**config.mk**
```make
export PLATFORM = sky130hd
export DESIGN_NAME = twbbl_core
export DESIGN_NICKNAME = d
export VERILOG_FILES = /design/src/rtl/twbbl_pkg.sv /design/src/rtl/twbbl_core.sv
export SDC_FILE = /design/constraint.sdc
export NUM_CORES = 1
export LEC_CHECK = 0
export BUFFER_PORTS_ARGS = -buffer_cell sky130_fd_sc_hd__buf_2
export CAP_MARGIN = 40
export CORE_MARGIN = 2
export CORE_UTILIZATION = 36
export DETAILED_ROUTE_END_ITERATION = 12
export MAX_ROUTING_LAYER = met4
export PLACE_DENSITY = 0.61
export SLEW_MARGIN = 0
export SYNTH_ARGS = -nofsm -noshare
export SYNTH_HDL_FRONTEND = slang
export SYNTH_SLANG_ARGS = --single-unit
```
**constraint.sdc**
```tcl
create_clock -name clk -period 2.8 [get_ports clk]
set_input_delay 0.28 -clock clk [delete_from_list [all_inputs] [get_ports clk]]
set_output_delay 0.28 -clock clk [all_outputs]
set_load 0.02 [all_outputs]
```
**src/rtl/twbbl_pkg.sv**
```systemverilog
// constants and state types of the bus bit layer
package twbbl_pkg;

  // ==========================================================
  // timing
  localparam int CLK_PERIOD_NS = 50;
  localparam int SCL_FREQ_KHZ  = 400;
  // half serial period in clock cycles, rounded down by the integer division
  localparam int HALF_CYC_INT  = 1000000 / (2 * SCL_FREQ_KHZ * CLK_PERIOD_NS);
  localparam logic [4:0] HALF_CYC = HALF_CYC_INT[4:0];
  localparam int SPIKE_NS      = 50;
  localparam int SPIKE_CYC_INT = (SPIKE_NS + CLK_PERIOD_NS - 1) / CLK_PERIOD_NS;
  localparam logic [1:0] SPIKE_CYC = SPIKE_CYC_INT[1:0];

  // ==========================================================
  // packet layout
  localparam int ADDR_W               = 7;
  localparam logic [6:0] GC_ADDR      = 7'h00;
  localparam logic [3:0] LAST_DATA_BIT = 4'h8;
  localparam logic [3:0] ACK_BIT_RISE = 4'h9;

  // ==========================================================
  // master commands
  localparam logic [1:0] CMD_START = 2'h0;
  localparam logic [1:0] CMD_WRITE = 2'h1;
  localparam logic [1:0] CMD_READ  = 2'h2;
  localparam logic [1:0] CMD_STOP  = 2'h3;

  // ==========================================================
  // state types
  typedef enum logic [3:0] {
    M_IDLE, M_START, M_HOLD, M_LOW, M_HIGH,
    M_STOP_LO, M_STOP_HI, M_STOP_END, M_RS_LO, M_RS_HI
  } twbbl_mstate_t;

  typedef enum logic [1:0] {S_IDLE, S_ADDR, S_RX, S_TX} twbbl_sstate_t;

endpackage

```
**src/rtl/twbbl_core.sv**
```systemverilog
// two-wire bus bit layer: master and slave on open-drain lines
// What this block does
// - one clock pulse per data bit
// - data changes only with clock low
// - start and stop: data moves, clock high
// - master opens with start, closes with stop
// - master makes the serial clock
// - busy from start to stop; no new start
// - master restarts by repeated start
// - repeated start acts as start; busy until stop
// - lines only pulled low or released
// - line low when any party pulls it
// - high means released by all parties
// - master or slave, transmitting or receiving
// - 7-bit slave address, 128 addresses
// - programmable own address; optional general call
// - own address match wakes the device
// - serial clock up to 400 kHz
// - inputs synchronised and spike filtered
// - address packet: seven address bits, read/write, ack
// - receiver acks by pulling data low in ninth clock
// - most significant bit first
// - all-zero address is general call
`timescale 1ns/10ps
module twbbl_core
(
  // clock and reset
  input  wire logic       clk,
  input  wire logic       reset,
  // bus pins, open drain
  input  wire logic       scl_in,
  output logic            scl_out,
  output logic            scl_oe_n,
  input  wire logic       sda_in,
  output logic            sda_out,
  output logic            sda_oe_n,
  // master command
  input  wire logic       cmd_valid,
  output logic            cmd_ready,
  input  wire logic [1:0] cmd_code,
  input  wire logic [7:0] cmd_data,
  input  wire logic       cmd_ack,
  // master result
  output logic            m_done,
  output logic [7:0]      m_rd_data,
  output logic            m_ack_rcvd,
  output logic            m_arb_lost,
  // slave setup
  input  wire logic       slv_enable,
  input  wire logic [6:0] slv_own_addr,
  input  wire logic       slv_gc_enable,
  input  wire logic       slv_ack_en,
  input  wire logic [7:0] slv_tx_data,
  // slave events
  output logic            slv_addressed,
  output logic            slv_read,
  output logic            slv_gc,
  output logic            slv_wake,
  output logic [7:0]      slv_rx_data,
  output logic            slv_rx_valid,
  output logic            slv_tx_load,
  // bus state
  output logic            bus_busy,
  output logic            start_seen,
  output logic            stop_seen
);

  // ==========================================================
  // input conditioning
  logic [1:0] scl_sync_reg;
  logic [1:0] sda_sync_reg;
  logic [1:0] scl_cnt_reg;
  logic [1:0] sda_cnt_reg;
  logic       scl_f_reg;
  logic       sda_f_reg;
  logic       scl_d_reg;
  logic       sda_d_reg;

  // new level must outlast the spike width
  function automatic logic [2:0] filt_next(input logic raw, input logic cur,
                                           input logic [1:0] cnt);
    if (raw == cur)
      filt_next = {cur, 2'h0};
    else if (cnt == twbbl_pkg::SPIKE_CYC)
      filt_next = {raw, 2'h0};
    else
      filt_next = {cur, cnt + 2'h1};
  endfunction

  always_ff @(posedge clk or posedge reset)
  begin
    if (reset)
    begin
      scl_sync_reg <= 2'h3;
      sda_sync_reg <= 2'h3;
    end
    else
    begin
      scl_sync_reg <= {scl_sync_reg[0], scl_in};
      sda_sync_reg <= {sda_sync_reg[0], sda_in};
    end
  end

  always_ff @(posedge clk or posedge reset)
  begin
    if (reset)
    begin
      scl_f_reg   <= 1'b1;
      sda_f_reg   <= 1'b1;
      scl_cnt_reg <= 2'h0;
      sda_cnt_reg <= 2'h0;
      scl_d_reg   <= 1'b1;
      sda_d_reg   <= 1'b1;
    end
    else
    begin
      {scl_f_reg, scl_cnt_reg} <= filt_next(scl_sync_reg[1], scl_f_reg, scl_cnt_reg);
      {sda_f_reg, sda_cnt_reg} <= filt_next(sda_sync_reg[1], sda_f_reg, sda_cnt_reg);
      scl_d_reg <= scl_f_reg;
      sda_d_reg <= sda_f_reg;
    end
  end

  logic scl_rise;
  logic scl_fall;
  logic start_det;
  logic stop_det;
  assign scl_rise  = scl_f_reg & ~scl_d_reg;
  assign scl_fall  = ~scl_f_reg & scl_d_reg;
  assign start_det = scl_f_reg & scl_d_reg & sda_d_reg & ~sda_f_reg;
  assign stop_det  = scl_f_reg & scl_d_reg & ~sda_d_reg & sda_f_reg;

  // ==========================================================
  // bus busy tracking
  always_ff @(posedge clk or posedge reset)
  begin
    if (reset)
    begin
      bus_busy   <= 1'b0;
      start_seen <= 1'b0;
      stop_seen  <= 1'b0;
    end
    else
    begin
      start_seen <= start_det;
      stop_seen  <= stop_det;
      if (start_det)
        bus_busy <= 1'b1;
      else if (stop_det)
        bus_busy <= 1'b0;
    end
  end

  // ==========================================================
  // master engine
  twbbl_pkg::twbbl_mstate_t m_state_reg;
  logic [4:0] tmr_reg;
  logic [3:0] m_cnt_reg;
  logic [7:0] m_sh_reg;
  logic       m_rd_reg;
  logic       m_ack_reg;
  logic       m_scl_low_reg;
  logic       m_sda_low_reg;
  logic       tmr_done;
  logic       take;

  assign tmr_done  = (tmr_reg == 5'h00);
  // a fresh start waits for an idle bus; a held bus takes any command
  assign cmd_ready = ((m_state_reg == twbbl_pkg::M_IDLE) & ~bus_busy)
                   | (m_state_reg == twbbl_pkg::M_HOLD);
  assign take      = cmd_valid & cmd_ready;

  always_ff @(posedge clk or posedge reset)
  begin
    if (reset)
    begin
      m_state_reg   <= twbbl_pkg::M_IDLE;
      tmr_reg       <= 5'h00;
      m_cnt_reg     <= 4'h0;
      m_sh_reg      <= 8'h00;
      m_rd_reg      <= 1'b0;
      m_ack_reg     <= 1'b0;
      m_scl_low_reg <= 1'b0;
      m_sda_low_reg <= 1'b0;
      m_done        <= 1'b0;
      m_rd_data     <= 8'h00;
      m_ack_rcvd    <= 1'b0;
      m_arb_lost    <= 1'b0;
    end
    else
    begin
      m_done     <= 1'b0;
      m_arb_lost <= 1'b0;
      if (!tmr_done)
        tmr_reg <= tmr_reg - 5'h01;
      case (m_state_reg)
        twbbl_pkg::M_IDLE:
        begin
          m_scl_low_reg <= 1'b0;
          m_sda_low_reg <= 1'b0;
          if (take)
          begin
            if (cmd_code == twbbl_pkg::CMD_START)
            begin
              m_sda_low_reg <= 1'b1;
              tmr_reg       <= twbbl_pkg::HALF_CYC;
              m_state_reg   <= twbbl_pkg::M_START;
            end
            else
              m_done <= 1'b1;
          end
        end
        twbbl_pkg::M_START:
        begin
          if (tmr_done)
          begin
            m_scl_low_reg <= 1'b1;
            m_done        <= 1'b1;
            m_state_reg   <= twbbl_pkg::M_HOLD;
          end
        end
        twbbl_pkg::M_HOLD:
        begin
          // clock held low between commands
          if (take)
          begin
            tmr_reg   <= twbbl_pkg::HALF_CYC;
            m_cnt_reg <= 4'h0;
            case (cmd_code)
              twbbl_pkg::CMD_WRITE:
              begin
                m_sh_reg    <= cmd_data;
                m_rd_reg    <= 1'b0;
                m_state_reg <= twbbl_pkg::M_LOW;
              end
              twbbl_pkg::CMD_READ:
              begin
                m_rd_reg    <= 1'b1;
                m_ack_reg   <= cmd_ack;
                m_state_reg <= twbbl_pkg::M_LOW;
              end
              twbbl_pkg::CMD_STOP:
              begin
                m_sda_low_reg <= 1'b1;
                m_state_reg   <= twbbl_pkg::M_STOP_LO;
              end
              default:
              begin
                m_sda_low_reg <= 1'b0;
                m_state_reg   <= twbbl_pkg::M_RS_LO;
              end
            endcase
          end
        end
        twbbl_pkg::M_LOW:
        begin
          // data set one cycle into the low phase
          if (tmr_reg == twbbl_pkg::HALF_CYC)
          begin
            if (m_cnt_reg < twbbl_pkg::LAST_DATA_BIT)
              m_sda_low_reg <= ~m_rd_reg & ~m_sh_reg[7];
            else
              m_sda_low_reg <= m_rd_reg & m_ack_reg;
          end
          if (tmr_done)
          begin
            m_scl_low_reg <= 1'b0;
            tmr_reg       <= twbbl_pkg::HALF_CYC;
            m_state_reg   <= twbbl_pkg::M_HIGH;
          end
        end
        twbbl_pkg::M_HIGH:
        begin
          if (!scl_f_reg)
            tmr_reg <= twbbl_pkg::HALF_CYC;
          else if (tmr_done)
          begin
            m_scl_low_reg <= 1'b1;
            if (!m_sda_low_reg && !sda_f_reg && !m_rd_reg
                && m_cnt_reg < twbbl_pkg::LAST_DATA_BIT)
            begin
              // arbitration lost: release both
              m_scl_low_reg <= 1'b0;
              m_sda_low_reg <= 1'b0;
              m_arb_lost    <= 1'b1;
              m_done        <= 1'b1;
              m_state_reg   <= twbbl_pkg::M_IDLE;
            end
            else if (m_cnt_reg == twbbl_pkg::LAST_DATA_BIT)
            begin
              m_ack_rcvd  <= ~sda_f_reg;
              m_rd_data   <= m_sh_reg;
              m_done      <= 1'b1;
              m_state_reg <= twbbl_pkg::M_HOLD;
            end
            else
            begin
              m_sh_reg    <= {m_sh_reg[6:0], sda_f_reg};
              m_cnt_reg   <= m_cnt_reg + 4'h1;
              tmr_reg     <= twbbl_pkg::HALF_CYC;
              m_state_reg <= twbbl_pkg::M_LOW;
            end
          end
        end
        twbbl_pkg::M_STOP_LO:
        begin
          if (tmr_done)
          begin
            m_scl_low_reg <= 1'b0;
            tmr_reg       <= twbbl_pkg::HALF_CYC;
            m_state_reg   <= twbbl_pkg::M_STOP_HI;
          end
        end
        twbbl_pkg::M_STOP_HI:
        begin
          if (!scl_f_reg)
            tmr_reg <= twbbl_pkg::HALF_CYC;
          else if (tmr_done)
          begin
            m_sda_low_reg <= 1'b0;
            tmr_reg       <= twbbl_pkg::HALF_CYC;
            m_state_reg   <= twbbl_pkg::M_STOP_END;
          end
        end
        twbbl_pkg::M_STOP_END:
        begin
          if (tmr_done)
          begin
            m_done      <= 1'b1;
            m_state_reg <= twbbl_pkg::M_IDLE;
          end
        end
        twbbl_pkg::M_RS_LO:
        begin
          if (tmr_done)
          begin
            m_scl_low_reg <= 1'b0;
            tmr_reg       <= twbbl_pkg::HALF_CYC;
            m_state_reg   <= twbbl_pkg::M_RS_HI;
          end
        end
        twbbl_pkg::M_RS_HI:
        begin
          if (!scl_f_reg)
            tmr_reg <= twbbl_pkg::HALF_CYC;
          else if (tmr_done)
          begin
            m_sda_low_reg <= 1'b1;
            tmr_reg       <= twbbl_pkg::HALF_CYC;
            m_state_reg   <= twbbl_pkg::M_START;
          end
        end
        default:
          m_state_reg <= twbbl_pkg::M_IDLE;
      endcase
    end
  end

  // ==========================================================
  // slave engine
  twbbl_pkg::twbbl_sstate_t s_state_reg;
  logic [3:0] s_cnt_reg;
  logic [7:0] s_sh_reg;
  logic [7:0] s_tx_reg;
  logic       s_sda_low_reg;
  logic       s_mack_reg;
  logic       m_active;
  logic       addr_hit;
  logic       gc_hit;

  assign m_active = (m_state_reg != twbbl_pkg::M_IDLE);
  assign gc_hit   = slv_gc_enable & (s_sh_reg[7:1] == twbbl_pkg::GC_ADDR)
                  & ~s_sh_reg[0];
  assign addr_hit = (s_sh_reg[7:1] == slv_own_addr) | gc_hit;

  always_ff @(posedge clk or posedge reset)
  begin
    if (reset)
    begin
      s_state_reg   <= twbbl_pkg::S_IDLE;
      s_cnt_reg     <= 4'h0;
      s_sh_reg      <= 8'h00;
      s_tx_reg      <= 8'h00;
      s_sda_low_reg <= 1'b0;
      s_mack_reg    <= 1'b0;
      slv_addressed <= 1'b0;
      slv_read      <= 1'b0;
      slv_gc        <= 1'b0;
      slv_wake      <= 1'b0;
      slv_rx_data   <= 8'h00;
      slv_rx_valid  <= 1'b0;
      slv_tx_load   <= 1'b0;
    end
    else
    begin
      slv_addressed <= 1'b0;
      slv_wake      <= 1'b0;
      slv_rx_valid  <= 1'b0;
      slv_tx_load   <= 1'b0;
      if (stop_det || !slv_enable)
      begin
        s_state_reg   <= twbbl_pkg::S_IDLE;
        s_sda_low_reg <= 1'b0;
      end
      else if (start_det)
      begin
        // own master traffic is ignored
        s_state_reg   <= m_active ? twbbl_pkg::S_IDLE : twbbl_pkg::S_ADDR;
        s_cnt_reg     <= 4'h0;
        s_sda_low_reg <= 1'b0;
      end
      else if (s_state_reg != twbbl_pkg::S_IDLE)
      begin
        if (scl_rise)
        begin
          s_cnt_reg <= s_cnt_reg + 4'h1;
          if (s_cnt_reg < twbbl_pkg::LAST_DATA_BIT)
            s_sh_reg <= {s_sh_reg[6:0], sda_f_reg};
          else
            s_mack_reg <= ~sda_f_reg;
        end
        else if (scl_fall)
        begin
          if (s_cnt_reg == twbbl_pkg::LAST_DATA_BIT)
          begin
            s_sda_low_reg <= 1'b0;
            if (s_state_reg == twbbl_pkg::S_ADDR)
            begin
              if (addr_hit)
              begin
                s_sda_low_reg <= 1'b1;
                slv_addressed <= 1'b1;
                slv_wake      <= 1'b1;
                slv_read      <= s_sh_reg[0];
                slv_gc        <= gc_hit;
              end
              else
                s_state_reg <= twbbl_pkg::S_IDLE;
            end
            else if (s_state_reg == twbbl_pkg::S_RX)
            begin
              slv_rx_data   <= s_sh_reg;
              slv_rx_valid  <= 1'b1;
              s_sda_low_reg <= slv_ack_en;
            end
          end
          else if (s_cnt_reg == twbbl_pkg::ACK_BIT_RISE)
          begin
            s_cnt_reg <= 4'h0;
            if ((s_state_reg == twbbl_pkg::S_ADDR && slv_read)
                || (s_state_reg == twbbl_pkg::S_TX && s_mack_reg))
            begin
              s_tx_reg      <= {slv_tx_data[6:0], 1'b0};
              s_sda_low_reg <= ~slv_tx_data[7];
              slv_tx_load   <= 1'b1;
              s_state_reg   <= twbbl_pkg::S_TX;
            end
            else if (s_state_reg == twbbl_pkg::S_TX)
            begin
              // master nack: release
              s_sda_low_reg <= 1'b0;
              s_state_reg   <= twbbl_pkg::S_IDLE;
            end
            else
            begin
              s_sda_low_reg <= 1'b0;
              s_state_reg   <= twbbl_pkg::S_RX;
            end
          end
          else if (s_state_reg == twbbl_pkg::S_TX)
          begin
            s_sda_low_reg <= ~s_tx_reg[7];
            s_tx_reg      <= {s_tx_reg[6:0], 1'b0};
          end
        end
      end
    end
  end

  // ==========================================================
  // pin drivers
  always_ff @(posedge clk or posedge reset)
  begin
    if (reset)
    begin
      scl_oe_n <= 1'b1;
      sda_oe_n <= 1'b1;
    end
    else
    begin
      scl_oe_n <= ~m_scl_low_reg;
      sda_oe_n <= ~(m_sda_low_reg | s_sda_low_reg);
    end
  end

  // a high is only a release
  assign scl_out = 1'b0;
  assign sda_out = 1'b0;

endmodule

```
==> results of run 1 <==
[layout by cell type (no fill, tap or decap), types with 3 or more instances in the layout]
master     instances
a21oi_1           25
a22oi_1            3
a31oi_1           13
and2_1             4
and3_1             4
buf_2             64
buf_4              8
clkbuf_16          9
clkinv_2           4
dfrtp_1           79
dfstp_2           10
ha_1              15
inv_1             26
mux2_2            31
mux2i_1           14
nand2_1           36
nand2b_1           7
nand3_1           20
nand3b_1           5
nand4_1            5
nor2_1            36
nor2b_1            4
nor3_1            15
nor3b_1            3
nor4_1             3
o2111ai_1          5
o211ai_1           5
o21a_1             3
o21ai_0           19
o31ai_1            3
or3_1              3
xnor2_1            9
xor2_1             3
[power by group through the flow]
| stage | Clock, W | Combinational (W) | Sequential [W] |
|---|---|---|---|
| 2_1_floorplan | 0 | 0.00166 | 0.00177 |
| 3_3_place_gp | 0 | 0.00192 | 0.00195 |
| 3_5_place_dp | 0 | 0.00193 | 0.00198 |
| 4_1_cts | 0.00127 | 0.00194 | 0.00195 |
| 5_1_grt | 0.00133 | 0.00220 | 0.00200 |
| 6_report | 0.00123 | 0.00195 | 0.00195 |
[worst max-delay path, cell delays in order (launching register included)]
cell and delay (ps):
dfstp_2 730, ha_1 260, inv_1 60, o21ai_1 430, nor2_1 150, nand4b_2 280
mux2_2 380
[stage by stage]
step           std cells  area, um^2  util [%]
2_1_floorplan        479        4850         -
3_3_place_gp         701        5310      40.3
3_5_place_dp         701        5310      40.3
4_1_cts              717        5620      42.6
5_1_grt              717        5620      42.6
6_report             717        5620      42.6
[cell type report]
| type | instances | area, um^2 |
|---|---|---|
| fill | 1292 | 7570 |
| clock inverter | 6 | 65.1 |
| tap | 176 | 220 |
| multi-input combinational | 335 | 2350 |
| inverter | 28 | 106 |
| timing repair buffer | 73 | 400 |
| sequential | 89 | 2240 |
| clock buffer | 10 | 239 |
[how the worst max path moves through the flow]
stage | startpoint | to | slack [ps]
floorplan | reset | bus_busy$_DFFE_PP0P_ | 230
global placement | scl_f_reg$_DFFE_PP1P_ | slv_rx_data[2]$_DFFE_PP0P_ | 490
detailed placement | scl_f_reg$_DFFE_PP1P_ | slv_rx_data[6]$_DFFE_PP0P_ | 400
CTS | scl_f_reg$_DFFE_PP1P_ | slv_rx_data[6]$_DFFE_PP0P_ | 400
global route | scl_f_reg$_DFFE_PP1P_ | s_cnt_reg[2]$_DFFE_PP0P_ | 250
finish | scl_f_reg$_DFFE_PP1P_ | slv_rx_data[6]$_DFFE_PP0P_ | 400
[cells by family (layout without fill, tap and decap cells)]
kind of cell,after synthesis,count (layout),synth area share [%]
AOI/OAI and AO/OA,98,98,13.6
xor gates and xnor gates,12,12,2.17
adders and majority gates,15,15,3.87
buffers and inverters,55,117,5.50
DFF,89,89,46.2
muxes,45,45,10.1
other,1,2,0.0773
and+or+nand+nor,163,163,18.5
[per-layer routing]
metal | routed length [um] | GRT usage (%) | vias to the layer above
met5 | 0 | - | -
met4 | 167 | 5.66 | 0
met3 | 528 | 3.14 | 14
met2 | 4900 | 23.7 | 107
met1 | 4940 | 21.7 | 1819
li1 | - | - | 1829
==> impl_results.md, run 1 <==
- Outcome: complete, but fails checks
- Failing checks: negative hold slack
- Synth area leader: dfrtp_1
- Flop pwr share: 38.0%
- HP Class: input pin to async pin
- Initial Utilization: 36.8%
- Leakage Power: 2.63 nW
- TritonCTS Buffers: 9
- Worst path required time: 3020 ps
- Cell Pwr Density: 914 nW/um^2
- Post-synth top cells: dfrtp_1, nand2_1, nor2_1
- PnR worst setup slack: 400 ps
- Gr usage total: 15.9%
- FF-to-FF End: slv_rx_data[6]$_DFFE_PP0P_
- Clock power frac: 24.1%
- Clock Skews: 5.82 ps
- Sw Ratio: 39.3%
- Max H-tree Level: 3
- Synth area leaders: dfrtp_1, mux2_2, dfstp_2
- Max-cap violations: 0
- Initial antenna violation count: 0
- Routed Antenna Nets: 0
- Post-Synthesis Cells: 478
- Sequential share of the synthesized area: 46.2%
- Gr ovfl total: 0
- Top cell type's share of synthesized area: 40.8%
- Iter 0 DRT Violations: 259
- DP Worst Slack: 405 ps
- NetSw: 0.00202 W
- Clock sinks: 89
- Post-synth cell types: 71
- Final Net Count: 585
- Largest net degree at the start of global routing: 59
- Clock-pin slew on the worst setup and hold paths: 60 ps
- Die Ht: 120 um
- Final max-slew violation count: 0
- Hold WS: -3.75 ps
- Vias in the first global route: 3716
- Final worst-path cycle share: 85.7%
- Ys flop type: dfrtp_1
- Diodes inserted: 0
- Asr flop ratio synth: 100%
- Worst slew pin tran: 761 ps
- Gpl congestion: 0.903
- Comb power frac: 37.9%
- Crit path max fanout: 16
- Crit Reg-Reg Startpoint: scl_f_reg$_DFFE_PP1P_
- Setup TNS: 0 ps
- # port buffers: 64
- Layout cells sized above 1: 27.2%
- Hold-fix buffers at CTS: 0
- Clock Latency Late Sink: 330 ps
- Critical path class: register to register
- Max Root-Sink Buffers: 2
- Pint: 0.00311 W
- WL/cell: 14.7 um
- Final setup violation count: 0
- Flop and latch count out of synthesis: 89
- Count leader, synth: dfrtp_1
- DR vias: 3769
- Mapped Area: 4850 um^2
- Startpoint types: register
- Clk root buf: clkbuf_16
- Drt drc: 0
- Final hold vios: 5
- Post-synth EDFFs: 0
- R2r setup slk: 400 ps
- P&R area growth vs syn: 15.8%
- Total power draw: 0.00513 W
- VDD IR max: 0.438 mV
- RSZ-0062 raised after global routing: false
- Std cell rows: 42
- Max_slew headroom: 48.6%
- Syn. warnings: 0
- Synthesized area per cell: 10.1 um^2
- First-pass GRT wire length: 18100 um
- Vias per cell: 5.26
- Total setup buffers inserted after CTS: 0
- Crit path arrival time: 2620 ps
- DR pass1 iterations: 4
- Final Critical Period: 2400 ps
- Core Area: 13200 um^2
- Ports: 67
- F_max: 0.417 GHz
- Die area: 14400 um^2
- Post-CTS sizing: 0
- DP Wirelength: 7730 um
- Post-Route WL: 10500 um
- CTS tree: built
- Cell depth of the worst flop-to-flop path: 6
- CP endpoint kind: register
- Die width: 120 um
No activity file was read; power rests on OpenSTA's default activity.
==> inputs of run 2 (changes only) <==
--- a/config.mk
+++ b/config.mk
@@ -9,2 +9,3 @@
 export CAP_MARGIN = 40
+export CORE_ASPECT_RATIO = 0.7
 export CORE_MARGIN = 2
--- a/constraint.sdc
+++ b/constraint.sdc
@@ -3,2 +3,2 @@
 set_output_delay 0.28 -clock clk [all_outputs]
-set_load 0.02 [all_outputs]
+set_load 0.005 [all_outputs]
==> impl_results.md, run 2 (same netlist as run 1, synthesis figures left out) <==
- Outcome: finished, final reports clean
- Hold-fix buffers at CTS: 0
- CTS tree: built
- Std cell rows: 35
- Clock-pin slew on the worst setup and hold paths: 70 ps
- Startpoint types: register
- Largest net degree at the start of global routing: 52
- Clock sinks: 89
- Routed Antenna Nets: 0
- Diodes inserted: 0
- Initial antenna violation count: 0
- Post-Route WL: 11100 um
- Cell depth of the worst flop-to-flop path: 6
- Most common cell after layout, fill and taps aside: dfrtp_1
- Crit path max fanout: 16
- F_max: 0.437 GHz
- Max H-tree Level: 3
- Iter 0 DRT Violations: 331
- Leakage Power: 2.63 nW
- HP Class: input pin to async pin
- Clk root buf: clkbuf_16
- RSZ-0062 raised after global routing: false
- Final max-slew violation count: 0
- Final Net Count: 588
- Gr usage total: 16.8%
- Total setup buffers inserted after CTS: 0
- Vias per cell: 5.38
- FF-to-FF End: s_cnt_reg[3]$_DFFE_PP0P_
- P&R area growth vs syn: 15.8%
- Final setup violation count: 0
- Die Ht: 101 um
- CP cell instances: inv_1 -> ha_1 -> nor4b_1 -> o22ai_1 -> o21ai_0 -> o31ai_1
- Vias in the first global route: 3730
- DR pass1 iterations: 5
- # port buffers: 64
- Final worst-path cycle share: 81.7%
- Gpl congestion: 0.963
- R2r setup slk: 510 ps
- CP endpoint kind: register
- Crit path max-delay cell type: dfstp_2
- WL/cell: 15.7 um
- Largest stage delay, worst path: 750 ps
- Max_slew headroom: 53.9%
- Final hold vios: 0
- Gr ovfl total: 0
- Worst slew pin tran: 682 ps
- Die area: 14400 um^2
- VDD IR max: 0.383 mV
- Critical path class: register to register
- Clock Latency Late Sink: 340 ps
- Ports: 67
- Clock Skews: 6.96 ps
- Cell Pwr Density: 906 nW/um^2
- Final Critical Period: 2290 ps
- Drt drc: 0
- Crit Reg-Reg Startpoint: scl_f_reg$_DFFE_PP1P_
- Die width: 143 um
- Crit path arrival time: 2500 ps
- Initial Utilization: 36.9%
- Max-cap violations: 0
- Layout cells sized above 1: 27.0%
- Layout Utilization: 42.7%
- Post-CTS sizing: 0
- Worst path required time: 3010 ps
- DR vias: 3823
- TritonCTS Buffers: 9
- First-pass GRT wire length: 18500 um
- Fillers: 1281
- Setup TNS: 0 ps
- DP Wirelength: 8200 um
- Max Root-Sink Buffers: 2
- Most frequent cells in the layout: dfrtp_1, buf_2, nand2_1, nor2_1, mux2_2
- Core Area: 13100 um^2
run 2: changes by cell type in the layout (fill, tap and decap cells not counted):
cell	previous run	this run
clkinv_2	4	1
clkbuf_1	0	3
inv_8	1	0
inv_6	1	0
buf_4	8	11
clkinv_4	0	2
clkbuf_8	1	0
clkinvlp_4	0	1
run 2: metal layers:
metal | up-vias | part of all wire (%) | GRT usage, %
met3 | 23 | 6.0 | 3.66
li1 | 1826 | - | -
met2 | 125 | 42 | 23.0
met4 | 0 | 2.1 | 6.09
met5 | - | 0 | -
met1 | 1849 | 49 | 24.3
run 2: worst max-delay path, delay by kind of cell, from the launching register on:
kind / cells / cell delay, ps
DFF: 1 / 750
AOI/OAI and AO/OA: 3 / 530
and+or+nand+nor: 1 / 450
adders and majority gates: 1 / 310
buffers and inverters: 1 / 120
run 2: cell type report:
| cell class | instances | area, um^2 | area share, % |
|---|---|---|---|
| multi-input combinational | 335 | 2350 | 41.8 |
| sequential | 89 | 2240 | 39.9 |
| timing repair buffer | 76 | 423 | 7.53 |
| clock buffer | 12 | 236 | 4.21 |
| tap | 166 | 208 | 3.70 |
| inverter | 28 | 106 | 1.89 |
| clock inverter | 4 | 55.1 | 0.981 |
run 2: how the worst max path moves through the flow:
stage	startpoint	to	slack, ps	cells after the start
floorplan	reset	bus_busy$_DFFE_PP0P_	230	1
global placement	scl_f_reg$_DFFE_PP1P_	s_sh_reg[4]$_DFFE_PP0P_	580	5
detailed placement	scl_f_reg$_DFFE_PP1P_	s_sh_reg[6]$_DFFE_PP0P_	550	5
CTS	scl_f_reg$_DFFE_PP1P_	s_sh_reg[6]$_DFFE_PP0P_	540	5
global route	scl_f_reg$_DFFE_PP1P_	s_cnt_reg[2]$_DFFE_PP0P_	280	6
finish	scl_f_reg$_DFFE_PP1P_	s_cnt_reg[3]$_DFFE_PP0P_	510	6
run 2: stage by stage:
| stage | hold WS [ps] | total power [W] | worst slack [ps] | std cells | instance area, um^2 |
|---|---|---|---|---|---|
| 2_1_floorplan | 284 | 0.00339 | 230 | 479 | 4850 |
| 4_1_cts | 25.5 | 0.00510 | 543 | 710 | 5610 |
| 3_5_place_dp | 347 | 0.00388 | 546 | 694 | 5320 |
| 5_1_grt | 23.9 | 0.00545 | 278 | 710 | 5610 |
| 3_3_place_gp | 347 | 0.00385 | 583 | 694 | 5320 |
| 6_report | 9.64 | 0.00508 | 512 | 710 | 5610 |
run 2: report_power, final:
part / internal, W / switching, W
Combinational: 0.000838 / 0.00112
Sequential: 0.00157 / 0.000358
Clock: 0.000696 / 0.000499
